==> config.mk <==
export PLATFORM = sky130hd
export DESIGN_NAME = ifsb_bank
export DESIGN_NICKNAME = d
export VERILOG_FILES = /design/src/hdl/ifsb_pkg.sv /design/src/hdl/ifsb_bank.sv /design/src/hdl/ifsb_flag_word.sv
export SDC_FILE = /design/constraint.sdc
export NUM_CORES = 1
export LEC_CHECK = 0
export ABC_AREA = 1
export BUFFER_PORTS_ARGS = -buffer_cell sky130_fd_sc_hd__buf_4
export CORE_AREA = 2 2 90 92
export CTS_CLUSTER_SIZE = 10
export DETAILED_ROUTE_END_ITERATION = 6
export DIE_AREA = 0 0 92 94
export HOLD_SLACK_MARGIN = 0.06
export PLACE_DENSITY = 0.77
export SYNTH_ARGS = -nofsm -noshare
export SYNTH_HDL_FRONTEND = slang
export SYNTH_SLANG_ARGS = --single-unit
==> constraint.sdc <==
create_clock -name clk_sys -period 2.1 [get_ports clk_sys]
set_input_delay 0.42 -clock clk_sys [delete_from_list [all_inputs] [get_ports clk_sys]]
set_output_delay 0.42 -clock clk_sys [all_outputs]
set_load 0.02 [all_outputs]
==> src/hdl/ifsb_pkg.sv <==
/*
 * Constants for the interrupt flag status bank: register offsets, reset
 * values, implemented-bit masks and the bit position of every flag.
 * Assumes a 16-bit register port with byte addresses, one word per 4 bytes.
 */
`default_nettype none

package ifsb_pkg;

    // ************************************************************
    // widths and types
    // ************************************************************
    localparam int unsigned DATA_W = 16;
    localparam int unsigned ADDR_W = 8;
    localparam int unsigned EVT_W  = 3;

    typedef logic [DATA_W-1:0] ifsb_word_t;
    typedef logic [ADDR_W-1:0] ifsb_addr_t;
    typedef logic [EVT_W-1:0]  ifsb_evt_t;

    // ************************************************************
    // register offsets
    // ************************************************************
    localparam ifsb_addr_t ADDR_FLAGS0   = 8'h00;
    localparam ifsb_addr_t ADDR_FLAGS1   = 8'h04;
    localparam ifsb_addr_t ADDR_FLAGS2   = 8'h08;
    localparam ifsb_addr_t ADDR_EVT_STAT = 8'h0c;
    localparam ifsb_addr_t ADDR_EVT_MASK = 8'h10;

    // ************************************************************
    // reset values and implemented bits
    // ************************************************************
    localparam ifsb_word_t RESET_FLAGS     = 16'h0000;
    localparam ifsb_evt_t  RESET_EVT       = 3'h0;
    localparam ifsb_word_t RDATA_IDLE      = 16'h0000;
    localparam ifsb_word_t IMPL_WORD0      = 16'h3fef;
    localparam ifsb_word_t IMPL_WORD1      = 16'hfedf;
    localparam ifsb_word_t IMPL_WORD2      = 16'h3fe3;
    localparam ifsb_word_t IMPL_WORD2_NOPP = 16'h1fe3;

    // ************************************************************
    // word 0 positions
    // ************************************************************
    localparam int unsigned POS_ADC_DONE     = 13;
    localparam int unsigned POS_SER1_TX      = 12;
    localparam int unsigned POS_SER1_RX      = 11;
    localparam int unsigned POS_SYNC1_EVENT  = 10;
    localparam int unsigned POS_SYNC1_FAULT  = 9;
    localparam int unsigned POS_TIMER3       = 8;
    localparam int unsigned POS_TIMER2       = 7;
    localparam int unsigned POS_COMPARE2     = 6;
    localparam int unsigned POS_CAPTURE2     = 5;
    localparam int unsigned POS_TIMER1       = 3;
    localparam int unsigned POS_COMPARE1     = 2;
    localparam int unsigned POS_CAPTURE1     = 1;
    localparam int unsigned POS_EXT_PIN0     = 0;

    // ************************************************************
    // word 1 positions
    // ************************************************************
    localparam int unsigned POS_SER2_TX      = 15;
    localparam int unsigned POS_SER2_RX      = 14;
    localparam int unsigned POS_EXT_PIN2     = 13;
    localparam int unsigned POS_TIMER5       = 12;
    localparam int unsigned POS_TIMER4       = 11;
    localparam int unsigned POS_COMPARE4     = 10;
    localparam int unsigned POS_COMPARE3     = 9;
    localparam int unsigned POS_CAPTURE8     = 7;
    localparam int unsigned POS_CAPTURE7     = 6;
    localparam int unsigned POS_EXT_PIN1     = 4;
    localparam int unsigned POS_PIN_CHANGE   = 3;
    localparam int unsigned POS_COMPARATOR   = 2;
    localparam int unsigned POS_TW1_MASTER   = 1;
    localparam int unsigned POS_TW1_SLAVE    = 0;

    // ************************************************************
    // word 2 positions
    // ************************************************************
    localparam int unsigned POS_PARALLEL     = 13;
    localparam int unsigned POS_COMPARE8     = 12;
    localparam int unsigned POS_COMPARE7     = 11;
    localparam int unsigned POS_COMPARE6     = 10;
    localparam int unsigned POS_COMPARE5     = 9;
    localparam int unsigned POS_CAPTURE6     = 8;
    localparam int unsigned POS_CAPTURE5     = 7;
    localparam int unsigned POS_CAPTURE4     = 6;
    localparam int unsigned POS_CAPTURE3     = 5;
    localparam int unsigned POS_SYNC2_EVENT  = 1;
    localparam int unsigned POS_SYNC2_FAULT  = 0;

endpackage

`default_nettype wire

==> src/hdl/ifsb_bank.sv <==
/*
 * Interrupt flag status bank: three flag words set by peripheral requests,
 * a sticky event register with mask, and one level interrupt output.
 * Assumes a master that strobes one cycle at a time and never waits.
 */
// Added by the designer: strobed register access and the address map.
// How it works
// - flags hardware set, software readable/writable, reset zero
// - flag reads one after request, else zero
// - unimplemented positions always read zero
// - word0: converter 13, serial1 tx 12, rx 11
// - word0: sync port1 event 10, fault 9
// - word0: timer3 8, timer2 7, timer1 3
// - word0: compare2 6, capture2 5, compare1 2, capture1 1
// - word0: external pin0 at bit 0
// - word1: serial2 tx 15, rx 14
// - word1: external pin2 13, pin1 4
// - word1: timer5 12, timer4 11
// - word1: compare4/3 10/9, capture8/7 7/6
// - word1: pin change 3, comparator 2
// - word1: two-wire master 1, slave 0
// - word2: parallel port 13, absent on some variants
// - word2: compare8..5 at bits 12..9
// - word2: capture6..3 at bits 8..5
// - word2: sync port2 event 1, fault 0
`default_nettype none

module ifsb_bank #(
    parameter bit HAS_PARALLEL_PORT = 1'b1
) (
    // clock and reset
    input  wire logic                 clk_sys,
    input  wire logic                 rst,
    // register port
    input  wire ifsb_pkg::ifsb_addr_t regAddr,
    input  wire ifsb_pkg::ifsb_word_t regWrData,
    input  wire logic                 regWrStb,
    input  wire logic                 regRdStb,
    output ifsb_pkg::ifsb_word_t      regRdData_ff,
    // word 0 requests
    input  wire logic                 adcDoneReq,
    input  wire logic                 serial1TransmitReq,
    input  wire logic                 serial1ReceiveReq,
    input  wire logic                 syncPort1EventReq,
    input  wire logic                 syncPort1FaultReq,
    input  wire logic                 timer3Req,
    input  wire logic                 timer2Req,
    input  wire logic                 compare2Req,
    input  wire logic                 capture2Req,
    input  wire logic                 timer1Req,
    input  wire logic                 compare1Req,
    input  wire logic                 capture1Req,
    input  wire logic                 extPin0Req,
    // word 1 requests
    input  wire logic                 serial2TransmitReq,
    input  wire logic                 serial2ReceiveReq,
    input  wire logic                 extPin2Req,
    input  wire logic                 timer5Req,
    input  wire logic                 timer4Req,
    input  wire logic                 compare4Req,
    input  wire logic                 compare3Req,
    input  wire logic                 capture8Req,
    input  wire logic                 capture7Req,
    input  wire logic                 extPin1Req,
    input  wire logic                 pinChangeReq,
    input  wire logic                 comparatorReq,
    input  wire logic                 twowire1MasterReq,
    input  wire logic                 twowire1SlaveReq,
    // word 2 requests
    input  wire logic                 parallelPortReq,
    input  wire logic                 compare8Req,
    input  wire logic                 compare7Req,
    input  wire logic                 compare6Req,
    input  wire logic                 compare5Req,
    input  wire logic                 capture6Req,
    input  wire logic                 capture5Req,
    input  wire logic                 capture4Req,
    input  wire logic                 capture3Req,
    input  wire logic                 syncPort2EventReq,
    input  wire logic                 syncPort2FaultReq,
    // flag state towards priority logic
    output ifsb_pkg::ifsb_word_t      flagsWord0,
    output ifsb_pkg::ifsb_word_t      flagsWord1,
    output ifsb_pkg::ifsb_word_t      flagsWord2,
    // interrupt
    output logic                      irq
);

    // variants without the parallel port lose bit 13 of word 2
    localparam ifsb_pkg::ifsb_word_t IMPL2 = HAS_PARALLEL_PORT ? ifsb_pkg::IMPL_WORD2
                                                               : ifsb_pkg::IMPL_WORD2_NOPP;

    // ************************************************************
    // address decode
    // ************************************************************
    function automatic logic addrHit(input ifsb_pkg::ifsb_addr_t addr,
                                     input ifsb_pkg::ifsb_addr_t offs);
        addrHit = (addr == offs);
    endfunction

    logic hitFlags0;
    logic hitFlags1;
    logic hitFlags2;
    logic hitEvtStat;
    logic hitEvtMask;
    logic hitAny;

    assign hitFlags0  = addrHit(regAddr, ifsb_pkg::ADDR_FLAGS0);
    assign hitFlags1  = addrHit(regAddr, ifsb_pkg::ADDR_FLAGS1);
    assign hitFlags2  = addrHit(regAddr, ifsb_pkg::ADDR_FLAGS2);
    assign hitEvtStat = addrHit(regAddr, ifsb_pkg::ADDR_EVT_STAT);
    assign hitEvtMask = addrHit(regAddr, ifsb_pkg::ADDR_EVT_MASK);
    assign hitAny     = hitFlags0 | hitFlags1 | hitFlags2 | hitEvtStat | hitEvtMask;

    // ************************************************************
    // request assembly
    // ************************************************************
    ifsb_pkg::ifsb_word_t setWord0;
    ifsb_pkg::ifsb_word_t setWord1;
    ifsb_pkg::ifsb_word_t setWord2;

    always_comb begin
        setWord0 = 16'h0000;
        setWord0[ifsb_pkg::POS_ADC_DONE]    = adcDoneReq;
        setWord0[ifsb_pkg::POS_SER1_TX]     = serial1TransmitReq;
        setWord0[ifsb_pkg::POS_SER1_RX]     = serial1ReceiveReq;
        setWord0[ifsb_pkg::POS_SYNC1_EVENT] = syncPort1EventReq;
        setWord0[ifsb_pkg::POS_SYNC1_FAULT] = syncPort1FaultReq;
        setWord0[ifsb_pkg::POS_TIMER3]      = timer3Req;
        setWord0[ifsb_pkg::POS_TIMER2]      = timer2Req;
        setWord0[ifsb_pkg::POS_TIMER1]      = timer1Req;
        setWord0[ifsb_pkg::POS_COMPARE2]    = compare2Req;
        setWord0[ifsb_pkg::POS_CAPTURE2]    = capture2Req;
        setWord0[ifsb_pkg::POS_COMPARE1]    = compare1Req;
        setWord0[ifsb_pkg::POS_CAPTURE1]    = capture1Req;
        setWord0[ifsb_pkg::POS_EXT_PIN0]    = extPin0Req;
    end

    always_comb begin
        setWord1 = 16'h0000;
        setWord1[ifsb_pkg::POS_SER2_TX]     = serial2TransmitReq;
        setWord1[ifsb_pkg::POS_SER2_RX]     = serial2ReceiveReq;
        setWord1[ifsb_pkg::POS_EXT_PIN2]    = extPin2Req;
        setWord1[ifsb_pkg::POS_EXT_PIN1]    = extPin1Req;
        setWord1[ifsb_pkg::POS_TIMER5]      = timer5Req;
        setWord1[ifsb_pkg::POS_TIMER4]      = timer4Req;
        setWord1[ifsb_pkg::POS_COMPARE4]    = compare4Req;
        setWord1[ifsb_pkg::POS_COMPARE3]    = compare3Req;
        setWord1[ifsb_pkg::POS_CAPTURE8]    = capture8Req;
        setWord1[ifsb_pkg::POS_CAPTURE7]    = capture7Req;
        setWord1[ifsb_pkg::POS_PIN_CHANGE]  = pinChangeReq;
        setWord1[ifsb_pkg::POS_COMPARATOR]  = comparatorReq;
        setWord1[ifsb_pkg::POS_TW1_MASTER]  = twowire1MasterReq;
        setWord1[ifsb_pkg::POS_TW1_SLAVE]   = twowire1SlaveReq;
    end

    always_comb begin
        setWord2 = 16'h0000;
        setWord2[ifsb_pkg::POS_PARALLEL]    = parallelPortReq;
        setWord2[ifsb_pkg::POS_COMPARE8]    = compare8Req;
        setWord2[ifsb_pkg::POS_COMPARE7]    = compare7Req;
        setWord2[ifsb_pkg::POS_COMPARE6]    = compare6Req;
        setWord2[ifsb_pkg::POS_COMPARE5]    = compare5Req;
        setWord2[ifsb_pkg::POS_CAPTURE6]    = capture6Req;
        setWord2[ifsb_pkg::POS_CAPTURE5]    = capture5Req;
        setWord2[ifsb_pkg::POS_CAPTURE4]    = capture4Req;
        setWord2[ifsb_pkg::POS_CAPTURE3]    = capture3Req;
        setWord2[ifsb_pkg::POS_SYNC2_EVENT] = syncPort2EventReq;
        setWord2[ifsb_pkg::POS_SYNC2_FAULT] = syncPort2FaultReq;
    end

    // ************************************************************
    // flag words
    // ************************************************************
    ifsb_pkg::ifsb_evt_t newEvt;

    ifsb_flag_word #(
        .IMPL     (ifsb_pkg::IMPL_WORD0)
    ) u_word0 (
        .clk_sys  (clk_sys),
        .rst      (rst),
        .setReq   (setWord0),
        .wrEn     (regWrStb & hitFlags0),
        .wrData   (regWrData),
        .flags_ff (flagsWord0),
        .newEvent (newEvt[0])
    );

    ifsb_flag_word #(
        .IMPL     (ifsb_pkg::IMPL_WORD1)
    ) u_word1 (
        .clk_sys  (clk_sys),
        .rst      (rst),
        .setReq   (setWord1),
        .wrEn     (regWrStb & hitFlags1),
        .wrData   (regWrData),
        .flags_ff (flagsWord1),
        .newEvent (newEvt[1])
    );

    ifsb_flag_word #(
        .IMPL     (IMPL2)
    ) u_word2 (
        .clk_sys  (clk_sys),
        .rst      (rst),
        .setReq   (setWord2),
        .wrEn     (regWrStb & hitFlags2),
        .wrData   (regWrData),
        .flags_ff (flagsWord2),
        .newEvent (newEvt[2])
    );

    // ************************************************************
    // event status and mask
    // ************************************************************
    // one event bit per word; set wins over a write-one clear
    ifsb_pkg::ifsb_evt_t evtStat_ff;
    ifsb_pkg::ifsb_evt_t evtMask_ff;
    ifsb_pkg::ifsb_evt_t evtClr;

    assign evtClr = (regWrStb & hitEvtStat) ? regWrData[ifsb_pkg::EVT_W-1:0] : ifsb_pkg::RESET_EVT;

    always_ff @(posedge clk_sys) begin
        if (rst) begin
            evtStat_ff <= ifsb_pkg::RESET_EVT;
        end else begin
            evtStat_ff <= (evtStat_ff & ~evtClr) | newEvt;
        end
    end

    always_ff @(posedge clk_sys) begin
        if (rst) begin
            evtMask_ff <= ifsb_pkg::RESET_EVT;
        end else if (regWrStb & hitEvtMask) begin
            evtMask_ff <= regWrData[ifsb_pkg::EVT_W-1:0];
        end
    end

    assign irq = |(evtStat_ff & evtMask_ff);

    // ************************************************************
    // read path
    // ************************************************************
    // data stand only in the cycle after the strobe, zero otherwise
    always_ff @(posedge clk_sys) begin
        if (rst || !regRdStb) begin
            regRdData_ff <= ifsb_pkg::RDATA_IDLE;
        end else if (hitFlags0) begin
            regRdData_ff <= flagsWord0;
        end else if (hitFlags1) begin
            regRdData_ff <= flagsWord1;
        end else if (hitFlags2) begin
            regRdData_ff <= flagsWord2;
        end else if (hitEvtStat) begin
            regRdData_ff <= {{(ifsb_pkg::DATA_W-ifsb_pkg::EVT_W){1'b0}}, evtStat_ff};
        end else if (hitEvtMask) begin
            regRdData_ff <= {{(ifsb_pkg::DATA_W-ifsb_pkg::EVT_W){1'b0}}, evtMask_ff};
        end else begin
            regRdData_ff <= ifsb_pkg::RDATA_IDLE;
        end
    end

    // ************************************************************
    // checks
    // ************************************************************
    a_read_word0: assert property (@(posedge clk_sys) disable iff (rst)
        (regRdStb && hitFlags0) |=> (regRdData_ff == $past(flagsWord0)))
        else $error("word 0 read data wrong");

    a_unmapped_zero: assert property (@(posedge clk_sys) disable iff (rst)
        (regRdStb && !hitAny) |=> (regRdData_ff == 16'h0000))
        else $error("unmapped read not zero");

    a_idle_rdata: assert property (@(posedge clk_sys) disable iff (rst)
        !regRdStb |=> (regRdData_ff == 16'h0000))
        else $error("read data outside read slot");

    a_adc_position: assert property (@(posedge clk_sys) disable iff (rst)
        adcDoneReq |=> flagsWord0[13])
        else $error("converter flag not at bit 13");

    a_pin0_position: assert property (@(posedge clk_sys) disable iff (rst)
        extPin0Req |=> flagsWord0[0])
        else $error("external pin 0 flag not at bit 0");

    a_tw_slave_pos: assert property (@(posedge clk_sys) disable iff (rst)
        (setWord1 == 16'h0001 && flagsWord1 == 16'h0000 && !(regWrStb && hitFlags1))
        |=> (flagsWord1 == 16'h0001))
        else $error("two-wire slave flag not alone at bit 0");

    a_parallel_gone: assert property (@(posedge clk_sys)
        !HAS_PARALLEL_PORT |-> !flagsWord2[13])
        else $error("parallel port flag set on variant without it");

    a_evt_irq: assert property (@(posedge clk_sys) disable iff (rst)
        (newEvt[0] && evtMask_ff[0] && !(regWrStb && hitEvtMask)) |=> irq)
        else $error("unmasked event did not raise interrupt");

    a_sync1_evt_pos: assert property (@(posedge clk_sys) disable iff (rst)
        syncPort1EventReq |=> flagsWord0[10])
        else $error("sync port 1 event flag not at bit 10");

    a_timer1_pos: assert property (@(posedge clk_sys) disable iff (rst)
        timer1Req |=> flagsWord0[3])
        else $error("timer 1 flag not at bit 3");

    a_ser2_tx_pos: assert property (@(posedge clk_sys) disable iff (rst)
        serial2TransmitReq |=> flagsWord1[15])
        else $error("serial 2 transmit flag not at bit 15");

    a_pin2_pos: assert property (@(posedge clk_sys) disable iff (rst)
        extPin2Req |=> flagsWord1[13])
        else $error("external pin 2 flag not at bit 13");

    a_timer5_pos: assert property (@(posedge clk_sys) disable iff (rst)
        timer5Req |=> flagsWord1[12])
        else $error("timer 5 flag not at bit 12");

    a_capture8_pos: assert property (@(posedge clk_sys) disable iff (rst)
        capture8Req |=> flagsWord1[7])
        else $error("capture 8 flag not at bit 7");

    a_pin_change_pos: assert property (@(posedge clk_sys) disable iff (rst)
        pinChangeReq |=> flagsWord1[3])
        else $error("pin change flag not at bit 3");

    a_parallel_pos: assert property (@(posedge clk_sys) disable iff (rst)
        (HAS_PARALLEL_PORT && parallelPortReq) |=> flagsWord2[13])
        else $error("parallel port flag not at bit 13");

    a_compare8_pos: assert property (@(posedge clk_sys) disable iff (rst)
        compare8Req |=> flagsWord2[12])
        else $error("compare 8 flag not at bit 12");

    a_capture3_pos: assert property (@(posedge clk_sys) disable iff (rst)
        capture3Req |=> flagsWord2[5])
        else $error("capture 3 flag not at bit 5");

    a_sync2_fault_pos: assert property (@(posedge clk_sys) disable iff (rst)
        syncPort2FaultReq |=> flagsWord2[0])
        else $error("sync port 2 fault flag not at bit 0");

endmodule

`default_nettype wire

==> src/hdl/ifsb_flag_word.sv <==
/*
 * One 16-bit flag word: hardware-set, software read/write, sticky.
 * Assumes set requests and writes are synchronous to clk_sys.
 */
`default_nettype none

module ifsb_flag_word #(
    parameter ifsb_pkg::ifsb_word_t IMPL = 16'hffff
) (
    // clock and reset
    input  wire logic                 clk_sys,
    input  wire logic                 rst,
    // hardware requests
    input  wire ifsb_pkg::ifsb_word_t setReq,
    // software write
    input  wire logic                 wrEn,
    input  wire ifsb_pkg::ifsb_word_t wrData,
    // state
    output ifsb_pkg::ifsb_word_t      flags_ff,
    output logic                      newEvent
);

    ifsb_pkg::ifsb_word_t setMasked;
    ifsb_pkg::ifsb_word_t wrMasked;
    ifsb_pkg::ifsb_word_t nxt_flags;

    assign setMasked = setReq & IMPL;
    assign wrMasked  = wrData & IMPL;

    // ************************************************************
    // flag update
    // ************************************************************
    // a request in the same cycle as a clearing write still lands
    always_comb begin
        nxt_flags = flags_ff;
        if (wrEn) begin
            nxt_flags = wrMasked;
        end
        nxt_flags = (nxt_flags | setMasked) & IMPL;
    end

    always_ff @(posedge clk_sys) begin
        if (rst) begin
            flags_ff <= ifsb_pkg::RESET_FLAGS;
        end else begin
            flags_ff <= nxt_flags;
        end
    end

    assign newEvent = |(setMasked & ~flags_ff);

    // ************************************************************
    // checks
    // ************************************************************
    a_unimpl_zero: assert property (@(posedge clk_sys) disable iff (rst) (flags_ff & ~IMPL) == 16'h0000)
        else $error("unimplemented flag bit reads as one");

    a_hw_set_lands: assert property (@(posedge clk_sys) disable iff (rst)
        (setMasked != 16'h0000) |=> ((flags_ff & $past(setMasked)) == $past(setMasked)))
        else $error("hardware request did not set its flag");

    a_sticky_hold: assert property (@(posedge clk_sys) disable iff (rst)
        !wrEn |=> ((flags_ff & $past(flags_ff)) == $past(flags_ff)))
        else $error("flag dropped without a software write");

    a_write_value: assert property (@(posedge clk_sys) disable iff (rst)
        (wrEn && setMasked == 16'h0000) |=> (flags_ff == $past(wrMasked)))
        else $error("software write not stored");

    a_reset_clear: assert property (@(posedge clk_sys) rst |=> (flags_ff == 16'h0000))
        else $error("flags not zero after reset");

endmodule

`default_nettype wire

# Word level (Yosys, flattened, before mapping)
# Index checks and enable logic that the tools add are counted.
# word_totals
ff_bits,62
elab_cells,45
input_bits,66
# op_classes
eq_ne,4
n_reduce_logical,7
n_bitwise,18
muxes,9
# op_table
op,n
$mux W16,3
$reduce_or A16 Y1,3
$mux W14,3
$and A14 B16 Y16,2
$not A14 Y16,2
$or A14 B14 Y14,2
$and A16 B16 Y16,1
$eq A8 B4 Y1 const B,2
$not A16 Y16,1
$or A16 B16 Y16,1
$mux W3,3
$eq A8 B3 Y1 const B,1
$eq A8 B5 Y1 const B,1
$logic_not A8 Y1,1
$and A3 B3 Y3,2
$and A1 B1 Y1,5
$not A3 Y3,1
$or A3 B3 Y3,1
$reduce_or A3 Y1,1
$logic_not A1 Y1,1
$logic_or A1 B1 Y1,1

# Logic depth before layout (Yosys ltp)
# Gate-level depths: netlist of run 1.
# depth
depth_word,6
mapped_depth,10
ltp_nobuf,9

# By module
# From an unflattened synthesis of run 1, not the netlist that was laid out.
# unflattened
hier_cells,546
area_unflattened_um2,3494.6
# by_module_without_submodules
mod,n_inst,cells_each,seq_area_each_um2,area_each_um2
ifsb_bank,1,206,440.4,1388.8
ifsb_flag_word at u_word1,1,126,280.3,778.2
ifsb_flag_word at u_word0,1,116,260.2,715.7
ifsb_flag_word at u_word2,1,98,220.2,611.8

# Worst setup path after synthesis of run 1
# OpenSTA, ideal clock, no wires.
# synth_timing
path_type,in2reg
start,in regAddr[7]
end,reg u_word2.flags_ff[5]
required_ns,1.990
arrival_time_ns,1.258
setup_ns,0.110
path_buffers,1
setup_slack_ns,0.732
cell_stages,9
path_cell_list,nor2_1 > nand2_2 > nor2_2 > nand2_1 > buf_2 > nand2_1 > nand3_1 > nand2_1 > inv_1
# synth_between
elab_chain_len,4
# synth_rtl
element,line,text
from (decl),ifsb_bank.sv:35,"input wire ifsb_pkg::ifsb_addr_t regAddr,"
$eq A8 B4 Y1,ifsb_bank.sv:98,addrHit = (addr == offs);
$and A1 B1 Y1,ifsb_bank.sv:207,".wrEn (regWrStb & hitFlags2),"
$mux W14,ifsb_flag_word.sv:36,if (wrEn) begin
$or A14 B14 Y14,ifsb_flag_word.sv:39,nxt_flags = (nxt_flags | setMasked) & IMPL;
to (signal assigned),ifsb_flag_word.sv:44,flags_ff <= ifsb_pkg::RESET_FLAGS;
to (signal assigned),ifsb_flag_word.sv:46,flags_ff <= nxt_flags;
to (decl),ifsb_flag_word.sv:19,"output ifsb_pkg::ifsb_word_t flags_ff,"
# No other way between the ends.
# A chain may end at the register's enable or synchronous reset.

# Final worst setup path of run 1
# layout_timing
start,in regAddr[7]
end,reg u_word0.flags_ff[9]
# layout_between
elab_chain_len,4
# layout_rtl
element,line,text
$logic_not A8 Y1,ifsb_bank.sv:98,
$and A1 B1 Y1,ifsb_bank.sv:183,".wrEn (regWrStb & hitFlags0),"
$mux W14,ifsb_flag_word.sv:36,
$or A14 B14 Y14,ifsb_flag_word.sv:39,
to (signal assigned),ifsb_flag_word.sv:44,
to (signal assigned),ifsb_flag_word.sv:46,
to (decl),ifsb_flag_word.sv:19,
# No other way between the ends.

==> results of run 1 <==
[per-stage QoR]
step,instances,util (%),hold WS [ns]
after floorplan,556,-,0.453
after global placement,753,55.8,0.453
after detailed placement,753,55.8,0.459
after CTS,769,58.5,0.360
after global routing,769,58.5,0.383
final,769,58.5,0.357
[placed cells by master (no fill, tap or decap), drive strengths merged]
| master | n |
|---|---|
| nand2 | 155 |
| nand3 | 85 |
| inv | 113 |
| nor2 | 56 |
| clkinv | 2 |
| o21ai | 20 |
| o211ai | 1 |
| nor3 | 1 |
| clkbuf | 12 |
| or2 | 2 |
| bufinv | 1 |
| dfxtp | 60 |
| clkinvlp | 1 |
| buf | 126 |
| conb | 10 |
| a21oi | 22 |
[power breakdown]
| group | leakage, uW | internal [uW] | switching (uW) |
|---|---|---|---|
| Clock | 0.000102 | 609 | 471 |
| Sequential | 0.000497 | 1190 | 56.0 |
| Combinational | 0.00199 | 223 | 301 |
[kinds of logic (layout without fill, tap and decap cells)]
group / after synthesis / count (layout) / share of synthesized area (%)
buffers and inverters: 144 / 255 / 18.9
other: 1 / 10 / 0.112
AND/OR/NAND/NOR: 299 / 299 / 38.6
AO/OA/AOI/OAI: 43 / 43 / 6.51
flip-flops: 60 / 60 / 35.9
[layer usage]
metal	vias up	routed length, um
met1	1640	4340
met4	0	252
met2	188	4920
met5	-	0
met3	24	871
li1	1856	-
[final timing paths]
path                                   start                               to  slack (ns)
max                               regAddr[7]   u_word0.flags_ff[9]$_SDFF_PP0_        0.63
min reg2reg  u_word1.flags_ff[14]$_SDFF_PP0_      regRdData_ff[14]$_SDFF_PP0_        0.47
max reg2reg  u_word1.flags_ff[15]$_SDFF_PP0_         evtStat_ff[1]$_SDFF_PP0_        0.99
min                               extPin2Req  u_word1.flags_ff[13]$_SDFF_PP0_        0.36
[layout make-up]
class / instances / area (um^2) / share of cell area, %
multi-input combinational: 352 / 1550 / 34.8
sequential: 60 / 1200 / 27.0
timing repair buffer: 126 / 946 / 21.3
inverter: 113 / 424 / 9.54
clock buffer: 12 / 155 / 3.49
tap: 102 / 128 / 2.87
clock inverter: 4 / 47.5 / 1.07
[sequential cells by signal, summed over array words and instances, names as in the netlist]
| register | count |
|---|---|
| regRdData_ff | 16 |
| u_word1.flags_ff | 14 |
| u_word0.flags_ff | 13 |
| u_word2.flags_ff | 11 |
| evtMask_ff | 3 |
| evtStat_ff | 3 |
[critical path, delay by kind of cell]
| family | cells | cell delay, ns |
|---|---|---|
| AND/OR/NAND/NOR | 5 | 0.78 |
| buffers and inverters | 2 | 0.40 |
| AO/OA/AOI/OAI | 1 | 0.10 |
==> summary.txt, run 1 <==
Routing
  – Wirelength, routed: 10.4 mm
  – First-pass iteration count of the detailed router: 5
  – Antenna-violating nets left: 0
  – Via count: 3708
  – Violation count after the first detailed-routing iteration: 316
  – Routed wire length per instance: ~14 um
  – Via-to-Cell Ratio: 4.82
  – Post-route DRC: 0

Clock tree
  – Num Clock Sinks: 60
  – Hold_buf cts: 0
  – CTS tree: done
  – CTS clk-pin slew, worst paths: about 0.07 ns
  – CTS max path bufs: 2
  – Post-cts sizing count: 0
  – Root buf cell: clkbuf_8
  – H-tree depth: 3
  – Clk_lat worst skew: 0.35 ns
  – Total CTS buffers: 9
  – Postcts setup bufs: 0

Cells and area
  – Nets: 728
  – Fillers: 782
  – Area grow syn2layout: 32.9%
  – # diodes: 0
  – Final Cell Area: 4450 um^2
  – Share of cells above drive strength 1: a little under a quarter

STA
  – Pins Over Slew Limit: 0
  – Clk_skew: a little over 0.008 ns
  – Final period demand of the worst path: 1.47 ns
  – Peak Freq: 0.680 GHz
  – Setup_tns: 0 ns
  – Setup violation total in the final timing report: 0
  – Setup ws final: 0.630 ns
  – Final worst-path cycle share: 70.0%
  – RSZ-0062 raised after global routing: false
  – Hold violation count in the final report: 0

Critical path
  – Critical Path Start Type: input pin
  – Most frequent cell on the critical path: nor2_1
  – Critical Path Slowest Stage Cell: nor2_4
  – Worst setup EP type: flip-flop
  – Worst-path fanout max: 17
  – R2R depth: 7
  – WP data arrival: around 1.7 ns
  – Critical Path RT: approximately 2.3 ns
  – Crit-path cells: buf_4, nor2_1, nand2_2, nor2_4, buf_4, a21oi_1, nor2_1, nor2_1
  – Crit path kind: input pin to flip-flop
  – Slowest stage delay, CP: 0.35 ns

Synth
  – Synth warnings: 0
  – Sequential cell area fraction in the yosys report: roughly 36%
  – Post-Synthesis Cell Area: about 3300 um^2
  – Syn_area_per_cell: 6.12 um^2
  – Synth Register Bits: 60
  – Top cells by count, synth: 150 x nand2_1, 111 x inv_1, 85 x nand3_1
  – Area contributors post-synth: dfxtp_1 36%, nand2_1 17%, nand3_1 13%
  – Count leader, synth: nand2_1
  – Yosys cell types: 22
  – Top cell type's share of synthesized area: 35.9%
  – Top_reg_cell synth: dfxtp_1
  – Post-synth EDFFs: 0
  – Synth area leader: dfxtp_1
  – Cells after Synth: roughly 550
  – Ys async rst share: 0%

Floorplan
  – Die Wd: 92 um
  – DIE AREA: between 8000 and 9000 um^2
  – Row cnt: 32
  – Io pins: 131
  – Core Region: between 7000 and 8000 um^2
  – Die Ht: 94 um
  – Initial Util: between 40% and 50%

Placed design
  – DP HPWL: 7.94 mm
  – GP Congestion: between 0.9 and 1
  – Pre-CTS setup slack: 0.295 ns
  – I/O Buffers: 120
  – Placed cell area: around 4200 um^2

Power and ir drop
  – Static Leakage: between 0.002 and 0.003 uW
  – Pwr/cell area: between 600 and 700 nW/um^2
  – Worst vdd ir: 0.272 mV
  – Total power: 2850 uW

Global routing
  – Vias in the first global route: 3448
  – First-pass GRT wire length: between 15 and 20 mm
  – GR Util All Layers: 24.4%
  – Largest net degree at the start of global routing: 30
  – Antenna violations before repair: 0
  – Met2 Use GR: 39.3%
  – Grt peak-use layer: met2
  – GR Util met1: about a third
  – Met3 global-route usage: 4.74%
  – Grt ovf: 0

Hold path
  – HP Class: input pin to flip-flop
  – Hold Path Cell Cnt: 5

Job
  – MaxCap Viol Count: 0

Outcome
  – Status: finished clean
Power figures use the tool's default switching activity.
==> inputs of run 2 (changes only) <==
--- a/config.mk
+++ b/config.mk
@@ -7,12 +7,12 @@
 export LEC_CHECK = 0
 export ABC_AREA = 1
 export BUFFER_PORTS_ARGS = -buffer_cell sky130_fd_sc_hd__buf_4
-export CORE_AREA = 2 2 90 92
+export CORE_AREA = 2 2 91 93
 export CTS_CLUSTER_SIZE = 10
 export DETAILED_ROUTE_END_ITERATION = 6
-export DIE_AREA = 0 0 92 94
+export DIE_AREA = 0 0 93 95
 export HOLD_SLACK_MARGIN = 0.06
-export PLACE_DENSITY = 0.77
+export PLACE_DENSITY = 0.78
 export SYNTH_ARGS = -nofsm -noshare
 export SYNTH_HDL_FRONTEND = slang
 export SYNTH_SLANG_ARGS = --single-unit
==> constraint.sdc (replaced) <==
create_clock -name clk_sys -period 1.26 [get_ports clk_sys]
set_input_delay 0.252 -clock clk_sys [delete_from_list [all_inputs] [get_ports clk_sys]]
set_output_delay 0.252 -clock clk_sys [all_outputs]
set_load 0.02 [all_outputs]
==> run 2 against run 1 <==
Against the previous run: utilization grew 0.68 points; non-clock buffer count rose by 15; final cell count grew 2.3%; worst setup slack got worse by 0.59 ns; combinational power grew 75%; first-iteration DRC count down 33%; worst hold slack got worse by 0.16 ns; die area grew 2.2%; register-to-register slack worse by 0.85 ns; flip-flop and latch count stayed put; critical endpoint is now irq; highest routed layer unchanged.
==> summary.txt, run 2 (synthesis results as in run 1) <==
Critical path
  – Crit path kind: flip-flop to output port (was input pin to flip-flop)
  – Slowest stage delay, CP: 0.36 ns (was 0.35 ns)
  – R2R Path Start: u_word1.flags_ff[0]$_SDFF_PP0_ (was u_word1.flags_ff[15]$_SDFF_PP0_)
  – Worst Path Buf+Inv: 1 (was 2)
  – R2R depth: 7 (unchanged)
  – Critical Path Slowest Stage Cell: dfxtp_1 (was nor2_4)
  – WP data arrival: 0.97 ns (was 1.71 ns)
  – Worst setup EP type: output port (was flip-flop)
  – Critical Path Start Type: flip-flop (was input pin)
  – R2R Path End: evtStat_ff[1]$_SDFF_PP0_ (unchanged)
  – Critical Path RT: 1.01 ns (was 2.34 ns)
  – Worst-path fanout max: 3 (was 17)
  – Crit-path cells: nand2_1, nand3_2, buf_6 (was buf_4, nor2_1, nand2_2, nor2_4, buf_4, a21oi_1, nor2_1, nor2_1)
  – R2R Setup Slk: 0.14 ns (was 0.99 ns)
  – Cell family with most CP delay: flip-flops (was simple AND/OR/NAND/NOR gates)

Power and ir drop
  – Share of total power in sequential cells: 39.3% (was 43.8%)
  – Worst vdd ir: 0.498 mV (was 0.272 mV)
  – Static Leakage: 0.00272 uW (was 0.00259 uW)
  – Clock Power Share: 43.4% (was 37.8%)
  – Pwr/cell area: 1130 nW/um^2 (was 642 nW/um^2)
  – Switching share of power: 25.8% (was 29.0%)
  – Pint: 3920 uW (was 2030 uW)
  – Combinational power share: 17.3% (was 18.3%)
  – Net Sw Power: 1360 uW (was 828 uW)

STA
  – Peak Freq: 0.820 GHz
  – Final worst-path cycle share: 96.8%
  – Final period demand of the worst path: around 1.2 ns
  – Pins Over Slew Limit: 0 (unchanged)
  – WHS: 0.197 ns (was 0.357 ns)
  – Setup ws final: 0.0403 ns (was 0.630 ns)
  – Setup_tns: 0 ns (unchanged)
  – Hold violation count in the final report: 0 (unchanged)
  – RSZ-0062 raised after global routing: false (unchanged)
  – Setup violation total in the final timing report: 0 (unchanged)
  – Clk_skew: 0.00754 ns (was 0.00818 ns)

Cells and area
  – Area grow syn2layout: 40.2% (was 32.9%)
  – Biggest regs: regRdData_ff (16), u_word1.flags_ff (14), u_word0.flags_ff (13) (unchanged)
  – Largest register FFs: 16 (unchanged)
  – Top reg by flops: regRdData_ff (unchanged)
  – Final Cell Area: 4690 um^2 (was 4450 um^2)
  – Fillers: 779 (was 782)
  – Multi-input gate area: 1560 um^2 (was 1550 um^2)
  – Commonest non-fill, non-tap cell in the layout: nand2_1 (unchanged)
  – # diodes: 0 (unchanged)
  – Nets: 743 (was 728)
  – Most frequent cells in the layout: 147 x nand2_1, 137 x buf_4, 111 x inv_1 (was 150 x nand2_1, 126 x buf_4, 111 x inv_1)
  – Share of cells above drive strength 1: 26.4% (was 23.4%)
  – Layout Cells excl Fill: 787 (was 769)
  – Area occupied by registers: 1210 um^2 (was 1200 um^2)

Clock tree
  – CTS max path bufs: 2 (unchanged)
  – Total CTS buffers: 9 (unchanged)
  – Postcts setup bufs: 0 (unchanged)
  – Hold_buf cts: 0 (unchanged)
  – Clk_lat worst skew: 0.34 ns (was 0.35 ns)
  – CTS tree: done (unchanged)
  – H-tree depth: 3 (unchanged)
  – CTS clk-pin slew, worst paths: 0.07 ns (about the same)
  – Root buf cell: clkbuf_8 (unchanged)
  – Num Clock Sinks: 60 (unchanged)

Placed design
  – Placed cell area: 4400 um^2 (was 4250 um^2)
  – I/O Buffers: 120 (unchanged)
  – Pre-CTS setup slack: -0.265 ns (was 0.295 ns)
  – GP Congestion: 0.911 (was 0.926)
  – Placed cells: 771 (was 753)
  – DP HPWL: 7.95 mm (was 7.94 mm)

Routing
  – Wirelength, routed: 10.4 mm (about the same)
  – Antenna-violating nets left: 0 (unchanged)
  – First-pass iteration count of the detailed router: 5 (unchanged)
  – Via-to-Cell Ratio: 4.81 (was 4.82)
  – Violation count after the first detailed-routing iteration: 213 (was 316)
  – Post-route DRC: 0 (unchanged)
  – Via count: 3784 (was 3708)
  – Routed wire length per instance: 13.3 um (was 13.5 um)

Floorplan
  – DIE AREA: 8840 um^2 (was 8650 um^2)
  – Row cnt: 33 (was 32)
  – Initial Util: 42.2% (was 44.0%)
  – Die Ht: 95 um (was 94 um)
  – Core Region: 7930 um^2 (was 7610 um^2)
  – Die Wd: 93 um (was 92 um)
  – Io pins: 131 (unchanged)

Job
  – MaxCap Viol Count: 0 (unchanged)

Hold path
  – HP Class: input pin to flip-flop (unchanged)
  – Hold Path Cell Cnt: 5 (unchanged)
  – WHS Endpoint: u_word2.flags_ff[5]$_SDFF_PP0_ (was u_word1.flags_ff[13]$_SDFF_PP0_)
  – Hold Startpoint: capture3Req (was extPin2Req)

Global routing
  – First-pass GRT wire length: 16.2 mm (was 16.5 mm)
  – GR Util All Layers: 23.5% (was 24.4%)
  – Antenna violations before repair: 0 (unchanged)
  – Grt ovf: 0 (unchanged)
  – Vias in the first global route: 3529 (was 3448)
  – Largest net degree at the start of global routing: 30 (unchanged)

Outcome
  – Status: finished clean (unchanged)
## run 2: worst max-delay path by stage
stage	slack [ns]	endpoint	cells after the start	startpoint
after floorplan	0.06	u_word2.flags_ff[5]$_SDFF_PP0_	9	regAddr[7]
after global placement	-0.21	u_word2.flags_ff[10]$_SDFF_PP0_	9	regAddr[7]
after detailed placement	-0.26	u_word2.flags_ff[10]$_SDFF_PP0_	9	regAddr[7]
after CTS	0.004	irq	3	evtStat_ff[0]$_SDFF_PP0_
after global routing	0.01	irq	3	evtStat_ff[2]$_SDFF_PP0_
final	0.04	irq	3	evtMask_ff[2]$_SDFFE_PP0P_
## run 2: power by group through the flow
stage / clock, uW / sequential (uW) / combinational [uW]
floorplan: 0 / 2210 / 375
global placement: 0 / 2120 / 886
detailed placement: 0 / 2120 / 907
CTS: 2300 / 2080 / 913
global route: 2380 / 2090 / 1000
finish: 2290 / 2080 / 915
## run 2: through the flow
stage          power [uW]  utilization, %
2_1_floorplan        2580               -
4_1_cts              5290            58.9
5_1_grt              5470            59.2
3_5_place_dp         3020            55.5
6_report             5290            59.2
3_3_place_gp         3000            55.5
## run 2: metal layers
metal | part of all wire, % | global-route usage [%] | up-vias
li1 | - | - | 1888
met1 | 42 | 29.9 | 1699
met2 | 48 | 39.1 | 172
met3 | 7.6 | 4.07 | 25
met4 | 2.1 | 10.4 | 0
met5 | 0 | 0 | -
## run 2: final cells by class
| type | count | share of cell area [%] |
|---|---|---|
| clock buffers | 13 | 3.82 |
| clock inverters | 3 | 1.92 |
| inverters | 113 | 9.04 |
| multi-input cells | 352 | 33.2 |
| flip-flops and latches | 60 | 25.7 |
| well taps | 105 | 2.80 |
| repair buffers | 141 | 23.5 |
## run 2: worst min-delay path: cells and delay by family
kind / cells / cell delay (ns)
buffers and inverters: 3 / 0.15
AND/OR/NAND/NOR: 2 / 0.10
## run 2: timing repair
| item | 4_1_cts | 5_1_grt |
|---|---|---|
| pin swaps | 0 | 1 |
| endpoints found under the setup margin | 1 | 12 |
| cloned | 0 | 0 |
| resized for setup | 4 | 5 |
